==> src/rtl/modem_status_pkg.sv <==
// Purpose: shared constants and carriers for the modem status and scratch logic
// Assumes: 8-bit register port with a 5-bit address, one register per aligned word
// Notes:   the offsets for the three registers are fixed here and used by the register block, the monitor and the bench
package modem_status_pkg;

  // ==========================================================================
  // register port
  // ==========================================================================
  localparam int unsigned ADDR_W = 5;
  localparam int unsigned DATA_W = 8;

  localparam logic [4:0] MODEM_CONTROL_REG_OFS = 5'h10;
  localparam logic [4:0] MODEM_LINE_STATUS_OFS = 5'h18;
  localparam logic [4:0] SCRATCH_BYTE_OFS      = 5'h1C;

  localparam logic [7:0] MODEM_CONTROL_RST = 8'h00;
  localparam logic [7:0] SCRATCH_BYTE_RST  = 8'h00;
  localparam logic [7:0] UNMAPPED_READ     = 8'h00;

  // ==========================================================================
  // modem control fields
  // ==========================================================================
  localparam int unsigned MCR_DTR_BIT  = 0;
  localparam int unsigned MCR_RTS_BIT  = 1;
  localparam int unsigned MCR_USER_OUTPUT_ONE_BIT = 2;
  localparam int unsigned MCR_USER_OUTPUT_TWO_BIT = 3;
  localparam int unsigned MCR_LOOP_BIT = 4;
  localparam logic [7:0]  MCR_USED     = 8'h1F;

  // ==========================================================================
  // modem line status fields
  // ==========================================================================
  localparam int unsigned MSR_CHANGE_LSB = 0;
  localparam int unsigned MSR_STATE_LSB  = 4;
  localparam int unsigned MSR_FIELD_W    = 4;

  // inactive level of every active-low handshake line
  localparam logic [3:0] MODEM_IN_IDLE_N = 4'hF;
  localparam logic [3:0] MODEM_STATE_RST = 4'h0;
  localparam logic [3:0] MODEM_CHG_RST   = 4'h0;

  // bit order matches the status register nibbles
  typedef struct packed {
    logic carrier;
    logic ring;
    logic set_ready;
    logic send_clear;
  } modem_lines_s;

  typedef struct packed {
    logic loopback;
    logic user_output_two;
    logic user_output_one;
    logic send_request_ctrl;
    logic data_term_ready;
  } modem_ctrl_s;

endpackage

==> src/rtl/pin_sync.sv <==
// Purpose: multi-stage synchroniser for asynchronous level inputs
// Assumes: inputs are slow levels, each bit crosses independently
// Notes:   only the last stage is visible outside
`timescale 1ns/100ps
module pin_sync #(
  parameter int unsigned       WIDTH  = 4,
  parameter int unsigned       STAGES = 2,
  parameter logic [WIDTH-1:0]  RST    = '1
) (
  input  wire logic             i_clk,
  input  wire logic             i_nrst,
  input  wire logic [WIDTH-1:0] i_async,
  output logic      [WIDTH-1:0] o_sync
);

  // ==========================================================================
  // checks
  // ==========================================================================
  if (STAGES < 2) begin : g_bad_stages
    $error("pin_sync needs at least two stages");
  end

  logic [WIDTH-1:0] stage_q [STAGES];

  // ==========================================================================
  // flop chain
  // ==========================================================================
  always_ff @(posedge i_clk or negedge i_nrst) begin
    if (!i_nrst) begin
      for (int i = 0; i < STAGES; i++) begin
        stage_q[i] <= RST;
      end
    end else begin
      stage_q[0] <= i_async;
      for (int i = 1; i < STAGES; i++) begin
        stage_q[i] <= stage_q[i-1];
      end
    end
  end

  assign o_sync = stage_q[STAGES-1];

endmodule

==> src/rtl/modem_change_detect.sv <==
// Purpose: tracks the four modem states and reports change events
// Assumes: i_state is already synchronous and in active-high form
// Notes:   ring reports only its trailing edge, the other lines report both edges
`timescale 1ns/100ps
module modem_change_detect (
  input  wire logic                          i_clk,
  input  wire logic                          i_nrst,
  input  wire modem_status_pkg::modem_lines_s i_state,
  output modem_status_pkg::modem_lines_s      o_state,
  output modem_status_pkg::modem_lines_s      o_event
);

  modem_status_pkg::modem_lines_s prev_q;

  // ==========================================================================
  // previous state
  // ==========================================================================
  always_ff @(posedge i_clk or negedge i_nrst) begin
    if (!i_nrst) begin
      prev_q <= modem_status_pkg::MODEM_STATE_RST;
    end else begin
      prev_q <= i_state;
    end
  end

  // ==========================================================================
  // events
  // ==========================================================================
  always_comb begin
    o_event.send_clear = i_state.send_clear ^ prev_q.send_clear;
    o_event.set_ready  = i_state.set_ready ^ prev_q.set_ready;
    // ring pin going 0 to 1 means ring state falling
    o_event.ring       = prev_q.ring & ~i_state.ring;
    o_event.carrier    = i_state.carrier ^ prev_q.carrier;
  end

  assign o_state = prev_q;

endmodule

==> src/rtl/uart_modem_status_scratch.sv <==
// Purpose: modem control, modem line status and scratch registers of a UART
// Assumes: register port is select/enable/write with an 8-bit data path
// Notes:   read data is captured in the setup cycle and stands in the access cycle
`timescale 1ns/100ps

// Overview of operation
// clear-to-send change sets status bit 0
// data-set-ready change sets status bit 1
// ring pin rising sets status bit 2
// carrier-detect change sets status bit 3
// any change bit raises modem interrupt
// bit 4 is clear-to-send, or DTR in loopback
// bit 5 is data-set-ready, or RTS in loopback
// bit 6 is ring, or user output one looped
// bit 7 is carrier, or user output two looped
// status register ignores software writes
// scratch byte read/write, resets zero, no effect
// loopback disconnects inputs, drives control pins high
// status read clears change bits, new change wins
module uart_modem_status_scratch #(
  parameter int unsigned SYNC_STAGES = 2
) (
  input  wire logic       i_clk,
  input  wire logic       i_nrst,
  input  wire logic       i_psel,
  input  wire logic       i_penable,
  input  wire logic       i_pwrite,
  input  wire logic [4:0] i_paddr,
  input  wire logic [7:0] i_pwdata,
  output logic      [7:0] o_prdata,
  input  wire logic       i_send_clear_in_n,
  input  wire logic       i_set_ready_in_n,
  input  wire logic       i_ring_in_n,
  input  wire logic       i_carrier_in_n,
  output logic            o_data_term_ready_n,
  output logic            o_send_request_n,
  output logic            o_user_output_one_n,
  output logic            o_user_output_two_n,
  output logic            o_loopback,
  output logic            o_modem_irq
);

  // ==========================================================================
  // elaboration checks
  // ==========================================================================
  if (SYNC_STAGES < 2) begin : g_bad_sync
    $error("SYNC_STAGES must be at least two");
  end

  // ==========================================================================
  // decode helpers
  // ==========================================================================
  function automatic logic hits(input logic [4:0] addr, input logic [4:0] ofs);
    hits = (addr == ofs);
  endfunction

  // ==========================================================================
  // declarations
  // ==========================================================================
  modem_status_pkg::modem_ctrl_s  ctrl_q;
  modem_status_pkg::modem_ctrl_s  ctrl_d;
  modem_status_pkg::modem_lines_s pins_raw_n;
  modem_status_pkg::modem_lines_s pins_sync_n;
  modem_status_pkg::modem_lines_s live_state;
  modem_status_pkg::modem_lines_s state_q;
  modem_status_pkg::modem_lines_s change_ev;
  modem_status_pkg::modem_lines_s change_q;
  modem_status_pkg::modem_lines_s change_d;
  modem_status_pkg::modem_lines_s read_clear_q;

  logic [7:0] scratch_q;
  logic [7:0] msr_view;
  logic [7:0] mcr_view;
  logic [7:0] rdata_d;
  logic [7:0] prdata_q;
  logic       setup_rd;
  logic       access_rd;
  logic       access_wr;
  logic       msr_access_rd;
  logic       irq_q;
  logic [3:0] pins_out_q;

  // ==========================================================================
  // register port phases
  // ==========================================================================
  assign setup_rd  = i_psel & ~i_penable & ~i_pwrite;
  assign access_rd = i_psel & i_penable & ~i_pwrite;
  assign access_wr = i_psel & i_penable & i_pwrite;

  assign msr_access_rd = access_rd & hits(i_paddr, modem_status_pkg::MODEM_LINE_STATUS_OFS);

  // ==========================================================================
  // input synchronisers
  // ==========================================================================
  // one assignment for the whole carrier: member-wise drivers of a packed
  // variable are refused by strict front ends
  assign pins_raw_n = {i_carrier_in_n, i_ring_in_n, i_set_ready_in_n, i_send_clear_in_n};

  pin_sync #(
    .WIDTH  (4),
    .STAGES (SYNC_STAGES),
    .RST    (modem_status_pkg::MODEM_IN_IDLE_N)
  ) u_pin_sync (
    .i_clk   (i_clk),
    .i_nrst  (i_nrst),
    .i_async (pins_raw_n),
    .o_sync  (pins_sync_n)
  );

  // ==========================================================================
  // loopback source select
  // ==========================================================================
  // in loopback the pins are ignored entirely; the change detector then
  // follows the looped control bits, so deltas and interrupts still work
  always_comb begin
    if (ctrl_q.loopback) begin
      live_state.send_clear = ctrl_q.data_term_ready;
      live_state.set_ready  = ctrl_q.send_request_ctrl;
      live_state.ring       = ctrl_q.user_output_one;
      live_state.carrier    = ctrl_q.user_output_two;
    end else begin
      live_state.send_clear = ~pins_sync_n.send_clear;
      live_state.set_ready  = ~pins_sync_n.set_ready;
      live_state.ring       = ~pins_sync_n.ring;
      live_state.carrier    = ~pins_sync_n.carrier;
    end
  end

  // ==========================================================================
  // change detection
  // ==========================================================================
  modem_change_detect u_change (
    .i_clk   (i_clk),
    .i_nrst  (i_nrst),
    .i_state (live_state),
    .o_state (state_q),
    .o_event (change_ev)
  );

  // ==========================================================================
  // change flags
  // ==========================================================================
  // only the bits that the reader actually saw are cleared, and a new event
  // in the clearing cycle is kept, so no change is ever lost
  always_comb begin
    change_d = change_q;
    if (msr_access_rd) begin
      change_d = change_q & ~read_clear_q;
    end
    change_d = change_d | change_ev;
  end

  always_ff @(posedge i_clk or negedge i_nrst) begin
    if (!i_nrst) begin
      change_q <= modem_status_pkg::MODEM_CHG_RST;
    end else begin
      change_q <= change_d;
    end
  end

  // snapshot of the change bits returned by the read in progress
  always_ff @(posedge i_clk or negedge i_nrst) begin
    if (!i_nrst) begin
      read_clear_q <= modem_status_pkg::MODEM_CHG_RST;
    end else if (setup_rd) begin
      read_clear_q <= change_q;
    end
  end

  // ==========================================================================
  // modem status interrupt
  // ==========================================================================
  always_ff @(posedge i_clk or negedge i_nrst) begin
    if (!i_nrst) begin
      irq_q <= 1'b0;
    end else begin
      irq_q <= |change_d;
    end
  end

  assign o_modem_irq = irq_q;

  // ==========================================================================
  // modem control register
  // ==========================================================================
  always_comb begin
    ctrl_d = ctrl_q;
    if (access_wr && hits(i_paddr, modem_status_pkg::MODEM_CONTROL_REG_OFS)) begin
      ctrl_d.data_term_ready   = i_pwdata[modem_status_pkg::MCR_DTR_BIT];
      ctrl_d.send_request_ctrl = i_pwdata[modem_status_pkg::MCR_RTS_BIT];
      ctrl_d.user_output_one   = i_pwdata[modem_status_pkg::MCR_USER_OUTPUT_ONE_BIT];
      ctrl_d.user_output_two   = i_pwdata[modem_status_pkg::MCR_USER_OUTPUT_TWO_BIT];
      ctrl_d.loopback          = i_pwdata[modem_status_pkg::MCR_LOOP_BIT];
    end
  end

  always_ff @(posedge i_clk or negedge i_nrst) begin
    if (!i_nrst) begin
      ctrl_q <= modem_status_pkg::MODEM_CONTROL_RST[4:0];
    end else begin
      ctrl_q <= ctrl_d;
    end
  end

  // ==========================================================================
  // modem control pins
  // ==========================================================================
  // pins follow the next control value so they settle with the register
  always_ff @(posedge i_clk or negedge i_nrst) begin
    if (!i_nrst) begin
      pins_out_q <= modem_status_pkg::MODEM_IN_IDLE_N;
    end else if (ctrl_d.loopback) begin
      pins_out_q <= modem_status_pkg::MODEM_IN_IDLE_N;
    end else begin
      pins_out_q <= ~{ctrl_d.user_output_two, ctrl_d.user_output_one,
                      ctrl_d.send_request_ctrl, ctrl_d.data_term_ready};
    end
  end

  assign o_data_term_ready_n = pins_out_q[0];
  assign o_send_request_n    = pins_out_q[1];
  assign o_user_output_one_n = pins_out_q[2];
  assign o_user_output_two_n = pins_out_q[3];
  assign o_loopback          = ctrl_q.loopback;

  // ==========================================================================
  // scratch byte
  // ==========================================================================
  // plain storage; nothing else in the block reads it
  always_ff @(posedge i_clk or negedge i_nrst) begin
    if (!i_nrst) begin
      scratch_q <= modem_status_pkg::SCRATCH_BYTE_RST;
    end else if (access_wr && hits(i_paddr, modem_status_pkg::SCRATCH_BYTE_OFS)) begin
      scratch_q <= i_pwdata;
    end
  end

  // ==========================================================================
  // read views
  // ==========================================================================
  // status has no write path at all, so writes to its offset are dropped
  assign msr_view = {state_q, change_q};
  assign mcr_view = {3'h0, ctrl_q};

  always_comb begin
    rdata_d = modem_status_pkg::UNMAPPED_READ;
    if (hits(i_paddr, modem_status_pkg::MODEM_LINE_STATUS_OFS)) begin
      rdata_d = msr_view;
    end else if (hits(i_paddr, modem_status_pkg::MODEM_CONTROL_REG_OFS)) begin
      rdata_d = mcr_view & modem_status_pkg::MCR_USED;
    end else if (hits(i_paddr, modem_status_pkg::SCRATCH_BYTE_OFS)) begin
      rdata_d = scratch_q;
    end
  end

  // ==========================================================================
  // read data register
  // ==========================================================================
  // captured in the setup cycle: costs nothing on a two-cycle access and
  // keeps the read data port straight off a flop
  always_ff @(posedge i_clk or negedge i_nrst) begin
    if (!i_nrst) begin
      prdata_q <= modem_status_pkg::UNMAPPED_READ;
    end else if (setup_rd) begin
      prdata_q <= rdata_d;
    end
  end

  assign o_prdata = prdata_q;

endmodule

==> config.mk <==
export PLATFORM = sky130hd
export DESIGN_NAME = uart_modem_status_scratch
export DESIGN_NICKNAME = d
export VERILOG_FILES = /design/src/rtl/modem_status_pkg.sv /design/src/rtl/pin_sync.sv /design/src/rtl/modem_change_detect.sv /design/src/rtl/uart_modem_status_scratch.sv
export SDC_FILE = /design/constraint.sdc
export NUM_CORES = 1
export LEC_CHECK = 0
export BUFFER_PORTS_ARGS = -buffer_cell sky130_fd_sc_hd__buf_2
export CAP_MARGIN = 20
export CORE_ASPECT_RATIO = 0.9
export CORE_MARGIN = 2
export CORE_UTILIZATION = 48
export DETAILED_ROUTE_END_ITERATION = 8
export GPL_ROUTABILITY_DRIVEN = 0
export PLACE_DENSITY = 0.75
export SLEW_MARGIN = 0
export SYNTH_ARGS = -nofsm -noshare
export SYNTH_HDL_FRONTEND = slang
export SYNTH_SLANG_ARGS = --single-unit
export TNS_END_PERCENT = 50
==> constraint.sdc <==
create_clock -name i_clk -period 1.8 [get_ports i_clk]
set_clock_uncertainty 0.2 [all_clocks]
set_input_delay 0.45 -clock i_clk [delete_from_list [all_inputs] [get_ports i_clk]]
set_output_delay 0.45 -clock i_clk [all_outputs]
set_load 0.01 [all_outputs]
==> results of run 1 <==
## per-stage QoR
| step | std cells | instance area, um^2 | power (uW) | hold slack (ps) | utilization [%] |
|---|---|---|---|---|---|
| after floorplan | 156 | 1900 | 1290 | -45.6 | - |
| after global placement | 251 | 2280 | 1420 | 146 | 60.6 |
| after detailed placement | 251 | 2280 | 1430 | 147 | 60.6 |
| after CTS | 264 | 2470 | 2200 | 36.8 | 65.8 |
| after global routing | 264 | 2490 | 2290 | 29.1 | 66.3 |
| final | 264 | 2490 | 2190 | 45.3 | 66.3 |
## kinds of logic (layout without fill, tap and decap cells)
logic type	count (synthesis)	count (layout)	share of synthesized area, %
and+or+nand+nor	53	53	16.3
DFF	46	46	61.6
AOI/OAI and AO/OA	28	28	9.39
muxes	18	18	10.4
buffers and inverters	11	73	2.31
## final timing paths
kind | endpoint | cells past startpoint
max in group asynchronous | u_pin_sync.stage_q[7] | 3
min in group asynchronous | read_clear_q[1] | 3
setup reg to reg | o_modem_irq | 5
setup / recovery | o_modem_irq | 5
hold / removal | u_pin_sync.stage_q[4] | 1
hold reg to reg | u_pin_sync.o_sync[0] | 0
## repair_timing
item	4_1_cts	5_1_grt
setup endpoints to repair	9	3
gates cloned	0	0
hold endpoints to repair	34	0
pin swaps	5	0
hold buffers	1	0
setup buffers	5	0
gates resized for setup	17	6
## synthesized netlist by cell type, types with 2 or more instances
library cell,n
mux2_2,13
buf_2,2
clkbuf_1,4
nand2_1,11
inv_1,5
nor2b_1,15
mux2i_1,5
or3b_1,2
or3b_2,2
a31oi_1,3
nor2_1,9
and2_1,2
dfstp_2,12
dfrtp_1,34
a221oi_1,8
nor3_1,3
o21ai_0,16
## area by class of cell
class,count,area [um^2]
inverters,5,18.8
flip-flops and latches,46,1170
clock buffers,7,76.3
clock inverters,1,30.0
repair buffers,60,398
well taps,46,57.6
fillers,302,1260
multi-input cells,99,744
## registers in the layout (all words and copies together), names as in the netlist
register	count
o_modem_irq	1
u_pin_sync.o_sync	4
pins_out_q	4
o_loopback	1
scratch_q	8
u_change.o_state	4
change_q	4
u_pin_sync.stage_q	4
ctrl_q	4
read_clear_q	4
o_prdata	8
## worst max-delay path: cells and delay by family, from the launching register on
family | cells | cell delay, ps
flip-flops | 1 | 460
buffers and inverters | 1 | 140
AND/OR/NAND/NOR | 4 | 1050
## power by group through the flow
stage / clock network, uW / registers (uW) / logic (uW)
detailed placement: 0 / 1190 / 243
floorplan: 0 / 1190 / 103
finish: 749 / 1170 / 272
CTS: 761 / 1170 / 268
global placement: 0 / 1180 / 234
global route: 802 / 1180 / 302
## metal layers
| layer | global-route usage, % | vias up | part of all wire [%] |
|---|---|---|---|
| li1 | - | 674 | - |
| met1 | 27.1 | 698 | 45 |
| met2 | 32.1 | 46 | 49 |
| met3 | 5.76 | 6 | 4.7 |
| met4 | 5.53 | 0 | 1.4 |
| met5 | 0 | - | 0 |
==> results.tsv, run 1 <==
metric	value	unit
antenna cells	0	
Nets	239	
later-pin clock latency in the skew report	300	ps
Worst Path Arrival	1940	ps
clock power share	34.2	%
DP HPWL	2.98	mm
Area contributors post-synth	dfrtp_1 (45%), dfstp_2 (17%), mux2_2 (7.7%)	
Root Driver	clkbuf_8	
grt ovf	0	
gr usage total	20.2	%
Starting Density	50.3	%
vias per cell	5.39	
largest net degree at the start of global routing	47	
pre-CTS setup slack	-453	ps
die area	0.00446	mm^2
Crit. End Element	flip-flop	
design internal power	1680	uW
IO buf count	35	
commonest non-fill, non-tap cell in the layout	buf_2	
Critical Path Max Stage Delay	500	ps
Worst IR Drop VDD	0.625	mV
FP Rows	21	
area fraction of the dominant cell type after synthesis	45.0	%
Synth Register Bits	46	
failing checks	negative setup slack	
number of max-cap violations	0	
syn avg cell area	12.1	um^2
CP Launch Point	o_loopback	
Post-synth EDFFs	0	
Routed Antenna Nets	0	
unrepaired setup endpoints after global routing	true	
Post-Route WL	4.28	mm
Seq pwr share	53.5	%
Syn Std Cell Area	0.00189	mm^2
Clock Tree Buf Depth	2	
Worst-path clk slew	80	ps
sw frac	23.5	%
Worst EP required	1780	ps
post-DR wirelength/cell	16.2	um
FMAX	509	MHz
Netlist cell types	27	
Tightest Hold Check Type	input port to flip-flop	
r2r startpoint	o_loopback	
min Tclk post-route	1970	ps
slowest CP cell	or4_1	
clock sinks	46	
Synth area leader	dfrtp_1	
Seq/Total Area, Yosys	61.6	%
Hold Crit Start	i_send_clear_in_n	
CTS Buf Count	5	
core outline area	0.00376	mm^2
Final setup viols	1	
prevailing post-synth register cell	dfrtp_1	
combinational power share	12.4	%
critical path peak fanout	6	
number of global-route vias before repair	1444	
crit start category	flip-flop	
Layout area overhead	31.7	%
htree depth	2	
Die Span Y	63.6	um
initial antenna violation count	0	
Vias	1424	
setup ws final	-166	ps
share of post-route cells with drive strength above 1	49.1	%
Final Max Slew Viols	0	
post-synthesis instance total	156	
net switching power figure	516	uW
worst path cell trace	buf_6 -> nor2b_4 -> nor3_2 -> or3b_4 -> or4_1	
worst-margin pin slew	433	ps
DRC	0	
most frequent cells in the layout	buf_2 (35), dfrtp_1 (33), buf_4 (20)	
Ports	36	
pwr dens	880	mW/mm^2
status	finished, violations left	
DRT iter0 DRCs	85	
max_slew headroom	71.0	%
reg2reg setup slack	-170	ps
setup TNS	-166	ps
first-pass GRT wire length	6.88	mm
Pleak	0.00121	uW
Die X	70.2	um
Pre-Repair DR Iteration Count	4	
period utilisation layout	109	%
syn nets	178	
final hold vios	0	
Syn. warnings	0	
CTS tree	built	
ys async rst share	100	%
Crit Path Category	flip-flop to flip-flop	
No activity file was read; power rests on OpenSTA's default activity.
==> run 2, diff against run 1 <==
--- a/config.mk
+++ b/config.mk
@@ -9,10 +9,11 @@
 export CAP_MARGIN = 20
 export CORE_ASPECT_RATIO = 0.9
 export CORE_MARGIN = 2
-export CORE_UTILIZATION = 48
+export CORE_UTILIZATION = 50
+export CTS_BUF_LIST = sky130_fd_sc_hd__clkbuf_4 sky130_fd_sc_hd__clkbuf_8
 export DETAILED_ROUTE_END_ITERATION = 8
 export GPL_ROUTABILITY_DRIVEN = 0
-export PLACE_DENSITY = 0.75
+export PLACE_DENSITY = 0.78
 export SLEW_MARGIN = 0
 export SYNTH_ARGS = -nofsm -noshare
 export SYNTH_HDL_FRONTEND = slang
==> run 2 against run 1 <==
Against the previous run: the flow still finishes with violations (negative setup slack); core utilization shrank 0.14 points; sequential power is essentially flat; critical path type is now input port to flip-flop; critical path depth stayed put; final area down 2.3%; register-to-register slack is essentially flat; die area down 3.8%; maximum frequency shrank 0.90%; first-iteration DRC count up 28%; non-clock buffer count fell by 3.
==> results.tsv, run 2 (same netlist as run 1, synthesis figures left out) <==
metric	value	unit
DRT iter0 DRCs	109	
Starting Density	51.4	%
max_slew headroom	75.3	%
vias per cell	5.46	
antenna cells	0	
first-pass GRT wire length	6.88	mm
Buf+Inv Stages, Crit Path	1	
worst-margin pin slew	371	ps
crit start category	input port	
clock sinks	46	
post-DR wirelength/cell	16.1	um
Clock Tree Buf Depth	2	
Final setup viols	1	
FMAX	504	MHz
final hold vios	0	
Crit. End Element	flip-flop	
initial antenna violation count	0	
die area	0.00429	mm^2
Root Driver	clkbuf_8	
commonest non-fill, non-tap cell in the layout	buf_2	
failing checks	negative setup slack	
DP HPWL	3.01	mm
Pre-Repair DR Iteration Count	4	
CTS Buf Count	5	
DRC	0	
status	finished, violations left	
Worst IR Drop VDD	0.575	mV
grt ovf	0	
htree depth	2	
critical path peak fanout	4	
Tightest Hold Check Type	input port to flip-flop	
later-pin clock latency in the skew report	300	ps
CTS tree	built	
slowest CP cell	or4_4	
setup ws final	-184	ps
number of max-cap violations	0	
pre-CTS setup slack	-438	ps
Top Family by Delay on Critical Path	simple AND/OR/NAND/NOR gates	
Pleak	0.00117	uW
setup TNS	-184	ps
Post-DP Area	0.00226	mm^2
Vias	1426	
Die Span Y	62.4	um
pwr dens	851	mW/mm^2
hold_ws	34.3	ps
Nets	236	
Worst Path Arrival	1950	ps
IO buf count	35	
unrepaired setup endpoints after global routing	true	
gr usage total	21.8	%
period utilisation layout	110	%
Layout area overhead	28.7	%
min Tclk post-route	1980	ps
Crit Path Category	input port to flip-flop	
share of post-route cells with drive strength above 1	47.4	%
core outline area	0.00368	mm^2
largest net degree at the start of global routing	44	
Ports	36	
Die X	68.8	um
FP Rows	21	
Worst-path clk slew	90	ps
Worst EP required	1770	ps
worst path cell trace	buf_2 -> and4bb_1 -> a31oi_1 -> or3b_4 -> or4_4	
Final Max Slew Viols	0	
number of global-route vias before repair	1494	
most frequent cells in the layout	buf_2 (35), dfrtp_1 (33), buf_4 (20)	
Post-Route WL	4.20	mm
Routed Antenna Nets	0	
final instance area	0.00243	mm^2
Critical Path Max Stage Delay	510	ps
==> run 2: cell types whose count changed in the layout (fill, tap and decap cells not counted), sizes merged <==
cell | previous run | this run
clkinvlp | 0 | 1
bufinv | 1 | 0
buf | 59 | 56
==> run 2: metal layers <==
metal,vias to the layer above,global-route usage [%],part of all wire (%)
met4,0,9.07,1.4
li1,667,-,-
met3,5,4.71,6.1
met1,701,29.0,42
met2,53,34.4,50
met5,-,0,0
==> run 2: path summary, 6_finish.rpt <==
path	cells after the start	end	from	slack [ps]
max	5	o_modem_irq	i_pwrite	-180
min	1	u_pin_sync.stage_q[6]	i_ring_in_n	30
max reg2reg	4	o_modem_irq	o_loopback	-170
min reg2reg	0	u_pin_sync.o_sync[3]	u_pin_sync.stage_q[7]	160
max in group asynchronous	3	pins_out_q[2]	i_nrst	630
min in group asynchronous	2	read_clear_q[1]	i_nrst	290
==> run 2: what timing repair did <==
item                       4_1_cts  5_1_grt
hold endpoints to repair        31        0
resized for setup               14        4
hold buffers                     1        0
pin swaps                        2        0
setup buffers                    2        0
setup endpoints to repair        8        6
==> run 2: final cells by class <==
cell class	instances	area [um^2]
fillers	286	1240
flip-flops and latches	46	1170
multi-input cells	99	744
repair buffers	57	355
clock buffers	7	83.8
well taps	46	57.6
inverters	5	18.8
clock inverters	1	7.51
==> run 2: power breakdown <==
group | total (uW) | switching [uW] | internal (uW) | leakage (uW)
logic | 258 | 128 | 130 | 0.000582
clock network | 643 | 338 | 305 | 0.0000453
registers | 1170 | 48.3 | 1120 | 0.000544
==> run 2: stage by stage <==
stage	total power [uW]	instances	util, %
6_report	2070	261	66.2
3_3_place_gp	1410	250	61.4
3_5_place_dp	1430	250	61.4
2_1_floorplan	1290	156	-
4_1_cts	2080	261	65.7
5_1_grt	2170	261	66.2
